[config.mk]
export PLATFORM = sky130hd
export DESIGN_NAME = sca_top
export DESIGN_NICKNAME = d
export VERILOG_FILES = /design/src/verilog/sca_pkg.sv /design/src/verilog/sca_top.sv
export SDC_FILE = /design/constraint.sdc
export NUM_CORES = 1
export LEC_CHECK = 0
export ABC_AREA = 1
export ABC_CLOCK_PERIOD_IN_PS = 4900
export BUFFER_PORTS_ARGS = -buffer_cell sky130_fd_sc_hd__buf_2
export CORE_ASPECT_RATIO = 0.9
export CORE_MARGIN = 3
export CORE_UTILIZATION = 35
export CTS_CLUSTER_DIAMETER = 60
export DETAILED_ROUTE_END_ITERATION = 8
export PLACE_DENSITY = 0.49
export SETUP_SLACK_MARGIN = 0.1
export SLEW_MARGIN = 20
export SYNTH_ARGS = -nofsm -noshare
export SYNTH_HDL_FRONTEND = slang
export SYNTH_SLANG_ARGS = --single-unit
[constraint.sdc]
create_clock -name CORE_CLK_I -period 4.9 [get_ports CORE_CLK_I]
set_input_delay 0.98 -clock CORE_CLK_I [delete_from_list [all_inputs] [get_ports CORE_CLK_I]]
set_output_delay 0.98 -clock CORE_CLK_I [all_outputs]
set_load 0.01 [all_outputs]
[src/verilog/sca_pkg.sv]
/*
  Constants, register map and carrier types of the SYSREF capture and alignment block.
  Assumes a single 125 MHz core clock and an AXI4-Lite register bus with 32-bit data.
*/
package sca_pkg;
  // ==========================================================
  // Register indices; byte address is four times the index.
  localparam logic [7:0] IDX_MAP_LOW = 8'h2C;
  localparam logic [7:0] IDX_MAP_MID = 8'h2D;
  localparam logic [7:0] IDX_MAP_HIGH = 8'h2E;
  localparam logic [7:0] IDX_DLY_CTRL = 8'h30;
  localparam logic [7:0] IDX_CAP_CTRL = 8'h31;
  localparam logic [7:0] IDX_CAL_CFG = 8'h32;
  localparam logic [7:0] IDX_CAL_EN = 8'h33;
  localparam logic [7:0] IDX_CAL_STAT = 8'h34;
  localparam logic [7:0] IDX_DLY_APPLIED = 8'h35;
  // ==========================================================
  // Field positions.
  localparam int DC_COARSE_LSB = 0;
  localparam int DC_FINE_LSB = 8;
  localparam int DC_INV_BIT = 16;
  localparam int DC_RAMP_EN_BIT = 17;
  localparam int DC_RAMP_FAST_BIT = 18;
  localparam int CC_ZOOM_BIT = 4;
  localparam int CS_DONE_BIT = 0;
  localparam int CS_VALID_BIT = 1;
  localparam int CS_BUSY_BIT = 2;
  localparam int CS_COARSE_LSB = 8;
  localparam int CS_INV_BIT = 16;
  // ==========================================================
  // Sizes, reset values and counts.
  localparam int MAP_W = 24;
  localparam int SEL_W = 4;
  localparam logic [23:0] MAP_ENDS = 24'h800001;
  localparam logic [7:0] RAMP_LAST = 8'hFF;
  localparam logic [7:0] STEP_SLOW = 8'h01;
  localparam logic [7:0] STEP_FAST = 8'h04;
  localparam logic [7:0] COARSE_MAX = 8'hFF;
  localparam logic [1:0] WIN_VALID_EDGES = 2'h3;
  localparam logic [1:0] CAL_EDGES_LAST = 2'h1;
  localparam logic [31:0] CAL_CFG_RESET = 32'h00000000;
  localparam logic [1:0] RESP_OKAY = 2'h0;
  localparam logic [1:0] RESP_SLVERR = 2'h2;
  // ==========================================================
  typedef struct packed {
    logic inv;
    logic [7:0] coarse;
    logic [7:0] fine;
  } sca_dly_s;
  typedef enum logic [3:0] {
    CAL_IDLE = 4'h1,
    CAL_WAIT = 4'h2,
    CAL_CHECK = 4'h4,
    CAL_DONE = 4'h8
  } sca_cal_e;
endpackage

[src/verilog/sca_top.sv]
/*
  Control logic of the clocking subsystem: aperture delay ramp, SYSREF windowing and
  automatic SYSREF alignment, with an AXI4-Lite register slave.
  Assumes the analog delay line returns SYSREF sampled at the 24 candidate phases on
  PHASE_SAMPLE_I and a phase detector on CAL_EDGE_PAST_I; both are asynchronous.
*/
// Implementation choice: the AXI4-Lite register port.
`timescale 1ns/1ps
module sca_top (
  input wire logic CORE_CLK_I,
  input wire logic RST_B_I,
  input wire logic SYSREF_I,
  input wire logic [23:0] PHASE_SAMPLE_I,
  input wire logic CAL_EDGE_PAST_I,
  output sca_pkg::sca_dly_s DLY_O,
  output logic WINDOW_STEP_FINE_O,
  output logic [3:0] CAPTURE_POSITION_SELECT_O,
  output logic SYSREF_CAPTURED_O,
  output logic ALIGN_CAL_BUSY_O,
  input wire logic [11:0] S_AXI_AWADDR,
  input wire logic S_AXI_AWVALID,
  output logic S_AXI_AWREADY,
  input wire logic [31:0] S_AXI_WDATA,
  input wire logic [3:0] S_AXI_WSTRB,
  input wire logic S_AXI_WVALID,
  output logic S_AXI_WREADY,
  output logic [1:0] S_AXI_BRESP,
  output logic S_AXI_BVALID,
  input wire logic S_AXI_BREADY,
  input wire logic [11:0] S_AXI_ARADDR,
  input wire logic S_AXI_ARVALID,
  output logic S_AXI_ARREADY,
  output logic [31:0] S_AXI_RDATA,
  output logic [1:0] S_AXI_RRESP,
  output logic S_AXI_RVALID,
  input wire logic S_AXI_RREADY
);
  // ==========================================================
  // Helpers.
  function automatic logic [7:0] step_toward(input logic [7:0] cur, input logic [7:0] tgt,
                                             input logic [7:0] step);
    logic [7:0] diff;
    diff = (tgt > cur) ? tgt - cur : cur - tgt;
    if (diff <= step) step_toward = tgt;
    else if (tgt > cur) step_toward = cur + step;
    else step_toward = cur - step;
  endfunction

  // A phase whose sample differs from a neighbour sits on the SYSREF edge.
  function automatic logic [23:0] win_flags(input logic [23:0] s);
    logic [23:0] f;
    f = '0;
    for (int i = 1; i < sca_pkg::MAP_W - 1; i++) begin
      f[i] = (s[i] ^ s[i+1]) | (s[i] ^ s[i-1]);
    end
    win_flags = f | sca_pkg::MAP_ENDS;
  endfunction

  function automatic logic [31:0] merge(input logic [31:0] old, input logic [31:0] nw,
                                        input logic [3:0] strb);
    logic [31:0] m;
    m = old;
    for (int b = 0; b < 4; b++) begin
      if (strb[b]) m[b*8 +: 8] = nw[b*8 +: 8];
    end
    merge = m;
  endfunction

  // ==========================================================
  // Input synchronisers.
  logic [25:0] sync1, sync2;
  logic sys_q;
  always_ff @(posedge CORE_CLK_I) begin
    if (!RST_B_I) begin
      sync1 <= '0;
      sync2 <= '0;
      sys_q <= 1'b0;
    end else begin
      sync1 <= {CAL_EDGE_PAST_I, SYSREF_I, PHASE_SAMPLE_I};
      sync2 <= sync1;
      sys_q <= sync2[24];
    end
  end
  logic [23:0] samp;
  logic det_s, sys_rise;
  assign samp = sync2[23:0];
  assign det_s = sync2[25];
  assign sys_rise = sync2[24] & ~sys_q;

  // ==========================================================
  // Register bus and software fields.
  logic aw_q, w_q, bvalid, rvalid;
  logic [11:0] awaddr;
  logic [31:0] wdata, rdata, dly_ctrl, cal_cfg;
  logic [3:0] wstrb, sel;
  logic [1:0] bresp, rresp;
  logic zoom, cal_en;
  logic next_aw_q, next_w_q, next_bvalid, next_rvalid, next_zoom, next_cal_en;
  logic [11:0] next_awaddr;
  logic [31:0] next_wdata, next_rdata, next_dly_ctrl, next_cal_cfg, rd_val;
  logic [3:0] next_wstrb, next_sel;
  logic [1:0] next_bresp, next_rresp;
  logic commit, coarse_wr, zoom_chg, cal_start, rd_ok;
  logic [7:0] wr_idx, rd_idx;
  logic [23:0] map_val, acc;
  logic [1:0] edges;
  logic done, busy;
  logic [7:0] res_c;
  logic res_i;
  sca_pkg::sca_dly_s dly;

  assign S_AXI_AWREADY = ~aw_q & ~bvalid;
  assign S_AXI_WREADY = ~w_q & ~bvalid;
  assign S_AXI_ARREADY = ~rvalid;
  assign commit = aw_q & w_q & ~bvalid;
  assign wr_idx = awaddr[9:2];
  assign rd_idx = S_AXI_ARADDR[9:2];

  always_comb begin
    next_aw_q = aw_q;
    next_w_q = w_q;
    next_awaddr = awaddr;
    next_wdata = wdata;
    next_wstrb = wstrb;
    next_bvalid = bvalid;
    next_bresp = bresp;
    next_dly_ctrl = dly_ctrl;
    next_sel = sel;
    next_zoom = zoom;
    next_cal_cfg = cal_cfg;
    next_cal_en = cal_en;
    coarse_wr = 1'b0;
    if (S_AXI_AWVALID && S_AXI_AWREADY) begin
      next_aw_q = 1'b1;
      next_awaddr = S_AXI_AWADDR;
    end
    if (S_AXI_WVALID && S_AXI_WREADY) begin
      next_w_q = 1'b1;
      next_wdata = S_AXI_WDATA;
      next_wstrb = S_AXI_WSTRB;
    end
    if (bvalid && S_AXI_BREADY) next_bvalid = 1'b0;
    if (commit) begin
      next_aw_q = 1'b0;
      next_w_q = 1'b0;
      next_bvalid = 1'b1;
      next_bresp = sca_pkg::RESP_OKAY;
      if (awaddr[11:10] != 2'h0) begin
        next_bresp = sca_pkg::RESP_SLVERR;
      end else begin
        case (wr_idx)
          sca_pkg::IDX_DLY_CTRL: begin
            next_dly_ctrl = merge(dly_ctrl, wdata, wstrb) & 32'h0007FFFF;
            coarse_wr = wstrb[0];
          end
          sca_pkg::IDX_CAP_CTRL: begin
            if (wstrb[0]) begin
              next_sel = wdata[sca_pkg::SEL_W-1:0];
              next_zoom = wdata[sca_pkg::CC_ZOOM_BIT];
            end
          end
          sca_pkg::IDX_CAL_CFG: next_cal_cfg = merge(cal_cfg, wdata, wstrb);
          sca_pkg::IDX_CAL_EN: if (wstrb[0]) next_cal_en = wdata[0];
          sca_pkg::IDX_MAP_LOW, sca_pkg::IDX_MAP_MID, sca_pkg::IDX_MAP_HIGH,
          sca_pkg::IDX_CAL_STAT, sca_pkg::IDX_DLY_APPLIED: next_bresp = sca_pkg::RESP_OKAY;
          default: next_bresp = sca_pkg::RESP_SLVERR;
        endcase
      end
    end
  end
  assign zoom_chg = next_zoom != zoom;
  assign cal_start = next_cal_en & ~cal_en;

  assign map_val = acc | sca_pkg::MAP_ENDS;
  always_comb begin
    rd_val = 32'h0;
    rd_ok = S_AXI_ARADDR[11:10] == 2'h0;
    case (rd_idx)
      sca_pkg::IDX_MAP_LOW: rd_val = {24'h0, map_val[7:0]};
      sca_pkg::IDX_MAP_MID: rd_val = {24'h0, map_val[15:8]};
      sca_pkg::IDX_MAP_HIGH: rd_val = {24'h0, map_val[23:16]};
      sca_pkg::IDX_DLY_CTRL: rd_val = dly_ctrl;
      sca_pkg::IDX_CAP_CTRL: rd_val = {27'h0, zoom, sel};
      sca_pkg::IDX_CAL_CFG: rd_val = cal_cfg;
      sca_pkg::IDX_CAL_EN: rd_val = {31'h0, cal_en};
      sca_pkg::IDX_CAL_STAT: rd_val = {15'h0, res_i, res_c, 5'h0, busy,
                                      edges == sca_pkg::WIN_VALID_EDGES, done};
      sca_pkg::IDX_DLY_APPLIED: rd_val = {15'h0, dly};
      default: rd_ok = 1'b0;
    endcase
    next_rvalid = rvalid;
    next_rdata = rdata;
    next_rresp = rresp;
    if (rvalid && S_AXI_RREADY) next_rvalid = 1'b0;
    if (S_AXI_ARVALID && !rvalid) begin
      next_rvalid = 1'b1;
      next_rdata = rd_ok ? rd_val : 32'h0;
      next_rresp = rd_ok ? sca_pkg::RESP_OKAY : sca_pkg::RESP_SLVERR;
    end
  end

  always_ff @(posedge CORE_CLK_I) begin
    if (!RST_B_I) begin
      aw_q <= 1'b0;
      w_q <= 1'b0;
      awaddr <= '0;
      wdata <= '0;
      wstrb <= '0;
      bvalid <= 1'b0;
      bresp <= sca_pkg::RESP_OKAY;
      rvalid <= 1'b0;
      rdata <= '0;
      rresp <= sca_pkg::RESP_OKAY;
      dly_ctrl <= '0;
      sel <= '0;
      zoom <= 1'b0;
      cal_cfg <= sca_pkg::CAL_CFG_RESET;
      cal_en <= 1'b0;
    end else begin
      aw_q <= next_aw_q;
      w_q <= next_w_q;
      awaddr <= next_awaddr;
      wdata <= next_wdata;
      wstrb <= next_wstrb;
      bvalid <= next_bvalid;
      bresp <= next_bresp;
      rvalid <= next_rvalid;
      rdata <= next_rdata;
      rresp <= next_rresp;
      dly_ctrl <= next_dly_ctrl;
      sel <= next_sel;
      zoom <= next_zoom;
      cal_cfg <= next_cal_cfg;
      cal_en <= next_cal_en;
    end
  end
  assign S_AXI_BVALID = bvalid;
  assign S_AXI_BRESP = bresp;
  assign S_AXI_RVALID = rvalid;
  assign S_AXI_RDATA = rdata;
  assign S_AXI_RRESP = rresp;

  // ==========================================================
  // Ramp, windowing and alignment search.
  logic [7:0] tgt, applied, ramp_cnt, cal_c, best_c;
  logic [7:0] next_applied, next_ramp_cnt, next_cal_c, next_best_c, next_res_c;
  logic [23:0] next_acc;
  logic [1:0] next_edges, step_e, next_step_e;
  logic ramp_en, ramp_fast, cal_i, best_i, found, capt;
  logic next_cal_i, next_best_i, next_found, next_done, next_res_i, next_capt;
  logic cand, pass_end, enter_done;
  sca_pkg::sca_cal_e state, next_state;
  sca_pkg::sca_dly_s next_dly;

  assign tgt = dly_ctrl[sca_pkg::DC_COARSE_LSB +: 8];
  assign ramp_en = dly_ctrl[sca_pkg::DC_RAMP_EN_BIT];
  assign ramp_fast = dly_ctrl[sca_pkg::DC_RAMP_FAST_BIT];
  assign busy = (state == sca_pkg::CAL_WAIT) | (state == sca_pkg::CAL_CHECK);
  assign cand = det_s & (~found | (cal_c < best_c));
  assign pass_end = det_s | (cal_c == sca_pkg::COARSE_MAX);

  always_comb begin
    next_ramp_cnt = coarse_wr ? 8'h00 : ramp_cnt + 8'h01;
    next_applied = applied;
    if (!ramp_en) next_applied = tgt;
    else if (ramp_cnt == sca_pkg::RAMP_LAST)
      next_applied = step_toward(applied, tgt, ramp_fast ? sca_pkg::STEP_FAST : sca_pkg::STEP_SLOW);
    next_edges = zoom_chg ? 2'h0 : edges;
    next_acc = zoom_chg ? 24'h0 : acc;
    if (sys_rise) begin
      next_acc = next_acc | win_flags(samp);
      if (next_edges != sca_pkg::WIN_VALID_EDGES) next_edges = next_edges + 2'h1;
    end
    next_capt = samp[sel];
    next_state = state;
    next_cal_c = cal_c;
    next_cal_i = cal_i;
    next_step_e = step_e;
    next_found = found;
    next_best_c = best_c;
    next_best_i = best_i;
    next_res_c = res_c;
    next_res_i = res_i;
    enter_done = 1'b0;
    case (state)
      sca_pkg::CAL_IDLE: begin
        if (cal_start) begin
          next_state = sca_pkg::CAL_WAIT;
          next_cal_c = 8'h00;
          next_cal_i = 1'b0;
          next_step_e = 2'h0;
          next_found = 1'b0;
        end
      end
      sca_pkg::CAL_WAIT: begin
        if (sys_rise) begin
          next_step_e = step_e + 2'h1;
          if (step_e == sca_pkg::CAL_EDGES_LAST) begin
            next_state = sca_pkg::CAL_CHECK;
            next_step_e = 2'h0;
          end
        end
      end
      sca_pkg::CAL_CHECK: begin
        if (cand) begin
          next_found = 1'b1;
          next_best_c = cal_c;
          next_best_i = cal_i;
        end
        next_state = sca_pkg::CAL_WAIT;
        if (!pass_end) next_cal_c = cal_c + 8'h01;
        else if (!cal_i) begin
          next_cal_i = 1'b1;
          next_cal_c = 8'h00;
        end else begin
          next_state = sca_pkg::CAL_DONE;
          enter_done = 1'b1;
          next_res_c = next_found ? next_best_c : sca_pkg::COARSE_MAX;
          next_res_i = next_found & next_best_i;
        end
      end
      sca_pkg::CAL_DONE: next_state = sca_pkg::CAL_DONE;
      default: next_state = sca_pkg::CAL_IDLE;
    endcase
    if (!next_cal_en) next_state = sca_pkg::CAL_IDLE;
    // Completion wins over a clear in the same cycle.
    next_done = enter_done | (done & next_cal_en);
    next_dly.fine = dly_ctrl[sca_pkg::DC_FINE_LSB +: 8];
    next_dly.coarse = applied;
    next_dly.inv = dly_ctrl[sca_pkg::DC_INV_BIT];
    if (busy) begin
      next_dly.coarse = cal_c;
      next_dly.inv = cal_i;
    end else if (cal_en && done) begin
      next_dly.coarse = res_c;
      next_dly.inv = res_i;
    end
  end

  always_ff @(posedge CORE_CLK_I) begin
    if (!RST_B_I) begin
      applied <= '0;
      ramp_cnt <= '0;
      acc <= '0;
      edges <= '0;
      capt <= 1'b0;
      state <= sca_pkg::CAL_IDLE;
      cal_c <= '0;
      cal_i <= 1'b0;
      step_e <= '0;
      found <= 1'b0;
      best_c <= '0;
      best_i <= 1'b0;
      res_c <= '0;
      res_i <= 1'b0;
      done <= 1'b0;
      dly <= '0;
    end else begin
      applied <= next_applied;
      ramp_cnt <= next_ramp_cnt;
      acc <= next_acc;
      edges <= next_edges;
      capt <= next_capt;
      state <= next_state;
      cal_c <= next_cal_c;
      cal_i <= next_cal_i;
      step_e <= next_step_e;
      found <= next_found;
      best_c <= next_best_c;
      best_i <= next_best_i;
      res_c <= next_res_c;
      res_i <= next_res_i;
      done <= next_done;
      dly <= next_dly;
    end
  end
  assign DLY_O = dly;
  assign WINDOW_STEP_FINE_O = zoom;
  assign CAPTURE_POSITION_SELECT_O = sel;
  assign SYSREF_CAPTURED_O = capt;
  assign ALIGN_CAL_BUSY_O = busy;

  logic rd_low;
  assign rd_low = S_AXI_ARVALID & ~rvalid & (S_AXI_ARADDR == {2'h0, sca_pkg::IDX_MAP_LOW, 2'h0});
endmodule

* After elaboration in Yosys (flattened, before gate mapping)
Cells that the tools add are included.
** Operators by class
- $add $sub $neg :: 8
- $mul :: 0
- Divide/modulo/power cells :: 0
- Order comparisons :: 4
- Eq/ne operators :: 34
- Shifts and indexed selects :: 0
- Muxes and demuxes :: 63
- Bitwise operators :: 68
- Reduce and logical (&&, ||, !) cells :: 32
** Operators with widths (number)
- case mux 32 bit (9 select lines) :: 1
- == test 8 x 6 -> 1 bit (second input constant) :: 18
- two-way mux 8 bit :: 10
- two-way mux 24 bit :: 2
- two-way mux 32 bit :: 1
- AND reduction 4 bit :: 8
- two-way mux 1 bit :: 26
- bitwise OR 1 bit :: 26
- bitwise OR 24 bit :: 1
- bitwise XOR 1 bit :: 23
- two-way mux 4 bit :: 5
- two-way mux 2 bit :: 9
- two-way mux 9 bit :: 2
- OR reduction 9 bit :: 2
- adder 8 x 1 -> 8 bit (second input constant) :: 2
- == test 8 bit (second input constant) :: 2
- case mux 4 bit (4 select lines) :: 1
- case mux 8 bit (2 select lines) :: 1
- subtractor 8 bit :: 2
- AND reduction 3 bit :: 5
- nonzero test 2 bit :: 5
- bitwise AND 1 bit :: 9
- inverter 1 bit :: 9
- adder 8 x 3 -> 8 bit :: 1
- 25 further kinds :: 38
** Storage, ports and cells
- Register bits :: 293
- Bits in latches :: 0
- Memory bits (writable) :: 0
- Bits in read-only memories :: 0
- Bits of input ports :: 93
- Word-level logic and storage cells :: 250
- Memories :: 0

* Depth between registers and ports, before layout
- Depth in word-level cells :: 9
- Depth in mapped cells :: 24
- Depth with buffers taken out :: 24

* Worst setup path before layout
Ideal clock, no wire load.
- Path kind :: register -> register
- Start :: reg dly_ctrl[0]
- End :: reg applied[4]
- Library setup time :: 117 ps
- Arrival time :: 2951 ps
- Required time :: 4783 ps
- Slack :: 1832 ps
- Stages on the path, launching flop included :: 23
- Clock period less this slack :: 3068 ps
- Cells stage by stage :: dfxtp_1 inv_1 ha_1 inv_1 fa_1 nand3_1 nand3_1 nand2_1 nand2_2 nand2_4 mux2i_1 xor2_1 inv_1 ha_1 or2_2 nand3_2 nand2_1 inv_2 nand3_4 nand2_4 o21ai_0 nor2_1 nor2_1
** Between the ends
- Longest elaborated chain between the ends :: 6
- Elaborated cells on any way between the ends :: 9
** RTL lines
- from (decl) :: RTL line sca_top.sv:94 : logic [31:0] wdata, rdata, dly_ctrl, cal_cfg;
- from (signal assigned) :: RTL line sca_top.sv:230 : dly_ctrl <= next_dly_ctrl;
- subtractor 8 bit or greater-than comparator 8 bit (tied branches) :: RTL line sca_top.sv:43, sca_top.sv:45
- two-way mux 8 bit :: RTL line sca_top.sv:43 : diff = (tgt > cur) ? tgt - cur : cur - tgt;
- <= comparator 8 x 3 -> 1 bit :: RTL line sca_top.sv:44 : if (diff <= step) step_toward = tgt;
- two-way mux 8 bit * :: RTL line sca_top.sv:44
- two-way mux 8 bit * :: RTL line sca_top.sv:266 : else if (ramp_cnt == sca_pkg::RAMP_LAST)
- two-way mux 8 bit * :: RTL line sca_top.sv:265 : if (!ramp_en) next_applied = tgt;
- to (signal assigned) :: RTL line sca_top.sv:359 : applied <= next_applied;
- to (decl) :: RTL line sca_top.sv:245 : logic [7:0] tgt, applied, ramp_cnt, cal_c, best_c;
Mark *: on every way between the ends. The rest lies on a longest branch, timed or not. The select of a mux whose other input is x is not followed.
A chain may end at the register's enable or synchronous reset.

* Final worst setup path
Same ends and word-level chain as after synthesis.

==> key figures <==
Status
  – Status: finished clean

Die
  – FP Rows: 65
  – Die area: 38900 sq um
  – Boundary Pins: 158
  – Starting Density: 0.3601
  – Core Box Area: 35540 sq um
  – Die width: 207.6 um
  – Die height: 187.4 um

Power and ir drop
  – Leak: 6.852 nW
  – VDD IR max: 0.2498 mV
  – Total power: 5.471 mW
  – Power density over the cells: 361.0 nW/um^2

Timing
  – Worst slew pin tran: 0.9754 ns
  – RSZ-0062 raised after global routing: no
  – Fin crit share: 0.7283
  – Fmax: 280.2 MHz
  – Fin crit period: 3.569 ns
  – Final setup vio count: 0
  – Total Neg Setup Slack: 0 ns
  – Max-slew headroom: 0.3457
  – Final Skew: 0.01471 ns
  – Final slew viol count: 0
  – Final Hold Viols: 0

Global routing
  – Antenna violations before repair: 2
  – M2 GR Usage: 0.2772
  – Largest net degree at the start of global routing: 72
  – Met1 usage: 0.2760
  – First-pass GRT wire length: 58590 um
  – Busiest metal layer after global routing: met2
  – Vias in the first global route: 10.73k
  – Global route overflow: 0
  – Met3 usage: 0.03505
  – GRT Total Usage: 0.1853

Finish
  – Nets: 2021
  – Share of post-route cells with drive strength above 1: 0.1367
  – Fill count: 3746
  – Storage element area: 5746 sq um
  – Diodes inserted: 0
  – Area of the multi-input gates: 5738 sq um
  – Post-Layout Inst Area: 15160 sq um
  – Area grow syn2layout: 18.41%

Synth
  – #FFs+latches synth: 287
  – Synthesized area: 12800 sq um
  – Synth Area per Inst: 7.260 sq um
  – Post-synthesis sequential area ratio: 0.4489
  – Synth cell types: 51
  – Cells after Synth: 1763
  – Warnings from Yosys: 0
  – Post-synth EDFFs: 0
  – Post-synth top flop: dfxtp_1
  – Ys async rst share: 0

Routing
  – Avg Vias per Cell: 4.730
  – Via count: 11.28k
  – Starting DRT DRC Count: 652
  – Residual DRC: 0
  – Routed Antenna Nets: 0
  – Wire per inst: 15.45 um
  – Drt pass-1 iters: 5
  – Final WL: 36860 um

Setup path
  – WP data required: 5.29 ns
  – Crit-path most repeated cell: inv_1
  – Crit path buf inv count: 4
  – CP Capture Type: flip-flop
  – Critical path class: flip-flop to flip-flop
  – CP delay by family, top: simple AND/OR/NAND/NOR gates
  – Delay of the slowest critical-path stage: 0.41 ns
  – Crit Path Max Fanout: 11
  – Data arrival time of the worst path: 3.96 ns
  – Slowest CP cell: fa_1
  – CP Launch Type: flip-flop
  – CP Cell Sequence: inv_1 > ha_1 > inv_1 > fa_1 > nand3_1 > nand3_1 > nand2_1 > nand2_2 > nand2_4 > mux2i_1 > xor2_1 > inv_1 > ha_1 > or2_2 > nand3_2 > nand2_1 > inv_2 > nand3_4 > nand2_4 > o21ai_0 > nor2_1 > nor2_1

Placement
  – DP HPWL: 27400 um
  – Area after DPL: 13920 sq um
  – GP Congestion: 0.8540
  – IO buf count: 151

CTS
  – Hold buffers post-CTS: 0
  – CTS tree: built
  – H-Tree Depth: 2
  – Setup Buffers After CTS: 0
  – Clk sinks: 287
  – Root Buffer: clkbuf_16
  – Clk buf depth: 3
  – Resize count post-CTS: 0
  – Cts bufs inserted: 35
  – Clk Latency, worst-skew pair: 0.51 ns
  – Reg clk slew, reported paths: 0.06 ns

Min path
  – Worst min path class: flip-flop to flip-flop

Run
  – Max-cap violations: 0
-- final cells by class --
type	instances	area share
clock buffers	44	0.06538
clock inverters	17	0.01593
inverters	268	0.06679
multi-input cells	1138	0.3786
flip-flops and latches	287	0.3791
well taps	469	0.03872
repair buffers	162	0.05548
-- cells in the mapped netlist, types with 10 or more instances --
cell type  count  area (sq um)
nand3_1       78         390.4
a21oi_1      159         795.8
nand4_1       10         62.56
dfxtp_1      287          5746
inv_1        259         972.2
o22ai_1       15         93.84
xnor2_1       25         219.0
nand2_1      369          1385
a211oi_1      31         232.7
ha_1          33         412.9
o21ai_0      141         705.7
nor3_1        16         80.08
clkbuf_1      55         206.5
nor2_1       185         694.4
-- metrics by stage --
stage	hold WS, ns	setup WS, ns	std cells	util
after CTS	0.4097	1.343	2385	0.4264
final	0.4078	1.331	2385	0.4264
after global placement	0.3960	1.263	2324	0.3918
after detailed placement	0.3984	1.216	2324	0.3918
after floorplan	0.3905	1.832	1764	-
after global routing	0.4234	1.026	2385	0.4264
-- power breakdown --
part / internal, mW / total, mW / leakage [nW] / switching (mW)
Sequential: 2.41 / 2.46 / 2.34 / 0.0534
Combinational: 0.101 / 0.284 / 3.91 / 0.183
Clock: 1.70 / 2.73 / 0.604 / 1.02
Total: 4.21 / 5.47 / 6.85 / 1.26
-- placed cells by master (no fill, tap or decap), types with 4 or more instances in the layout --
master,count
a211oi_1,31
a21oi_1,159
a31oi_1,5
buf_2,150
buf_4,12
bufinv_16,5
clkbuf_16,36
clkbuf_8,6
clkinv_2,6
dfxtp_1,287
ha_1,33
inv_1,259
inv_2,4
nand2_1,369
nand2_2,5
nand3_1,78
nand4_1,10
nor2_1,185
nor2_2,8
nor3_1,16
o21ai_0,141
o221ai_1,4
o22ai_1,15
xnor2_1,25
xor2_1,8
-- path summary, 6_finish.rpt --
kind	start	endpoint	slack, ns	depth (start not counted)
setup reg to reg	dly_ctrl[0]	applied[4]	1.33	22
hold / removal	sync1[23]	sync2[23]	0.41	2
setup / recovery	dly_ctrl[0]	applied[4]	1.33	22
hold reg to reg	sync1[23]	sync2[23]	0.41	2
-- per-layer routing --
metal / wire (um) / share of wire
met1: 19060 / 0.52
met2: 15220 / 0.41
met3: 1904 / 0.052
met4: 636 / 0.017
met5: 34 / 0.00092
-- tightest hold or removal path, cell delays in order (launching register included) --
cell	delay [ns]
dfxtp_1	0.30
nand2_1	0.05
inv_1	0.04
-- registers in the layout, indices dropped and copies added (netlist names), 8 cells and up --
signal	count
acc	22
best_c	8
applied	8
S_AXI_RDATA	32
sync2	26
ramp_cnt	8
sync1	26
DLY_O	17
res_c	8
wdata	32
cal_c	8
awaddr	10
dly_ctrl	19
cal_cfg	32
-- cell families (layout without fill, tap and decap cells) --
| logic type | after synthesis | count (layout) | synth area share |
|---|---|---|---|
| xor+xnor | 33 | 33 | 0.02258 |
| flops | 287 | 287 | 0.4489 |
| simple gates | 694 | 694 | 0.2282 |
| fa+ha+maj | 36 | 36 | 0.03695 |
| buf+inv | 339 | 491 | 0.1031 |
| other cells | 1 | 2 | 0.0002930 |
| mux | 1 | 1 | 0.0007820 |
| compound gates | 372 | 372 | 0.1592 |
Note: power is estimated with default switching activity, not from simulation.
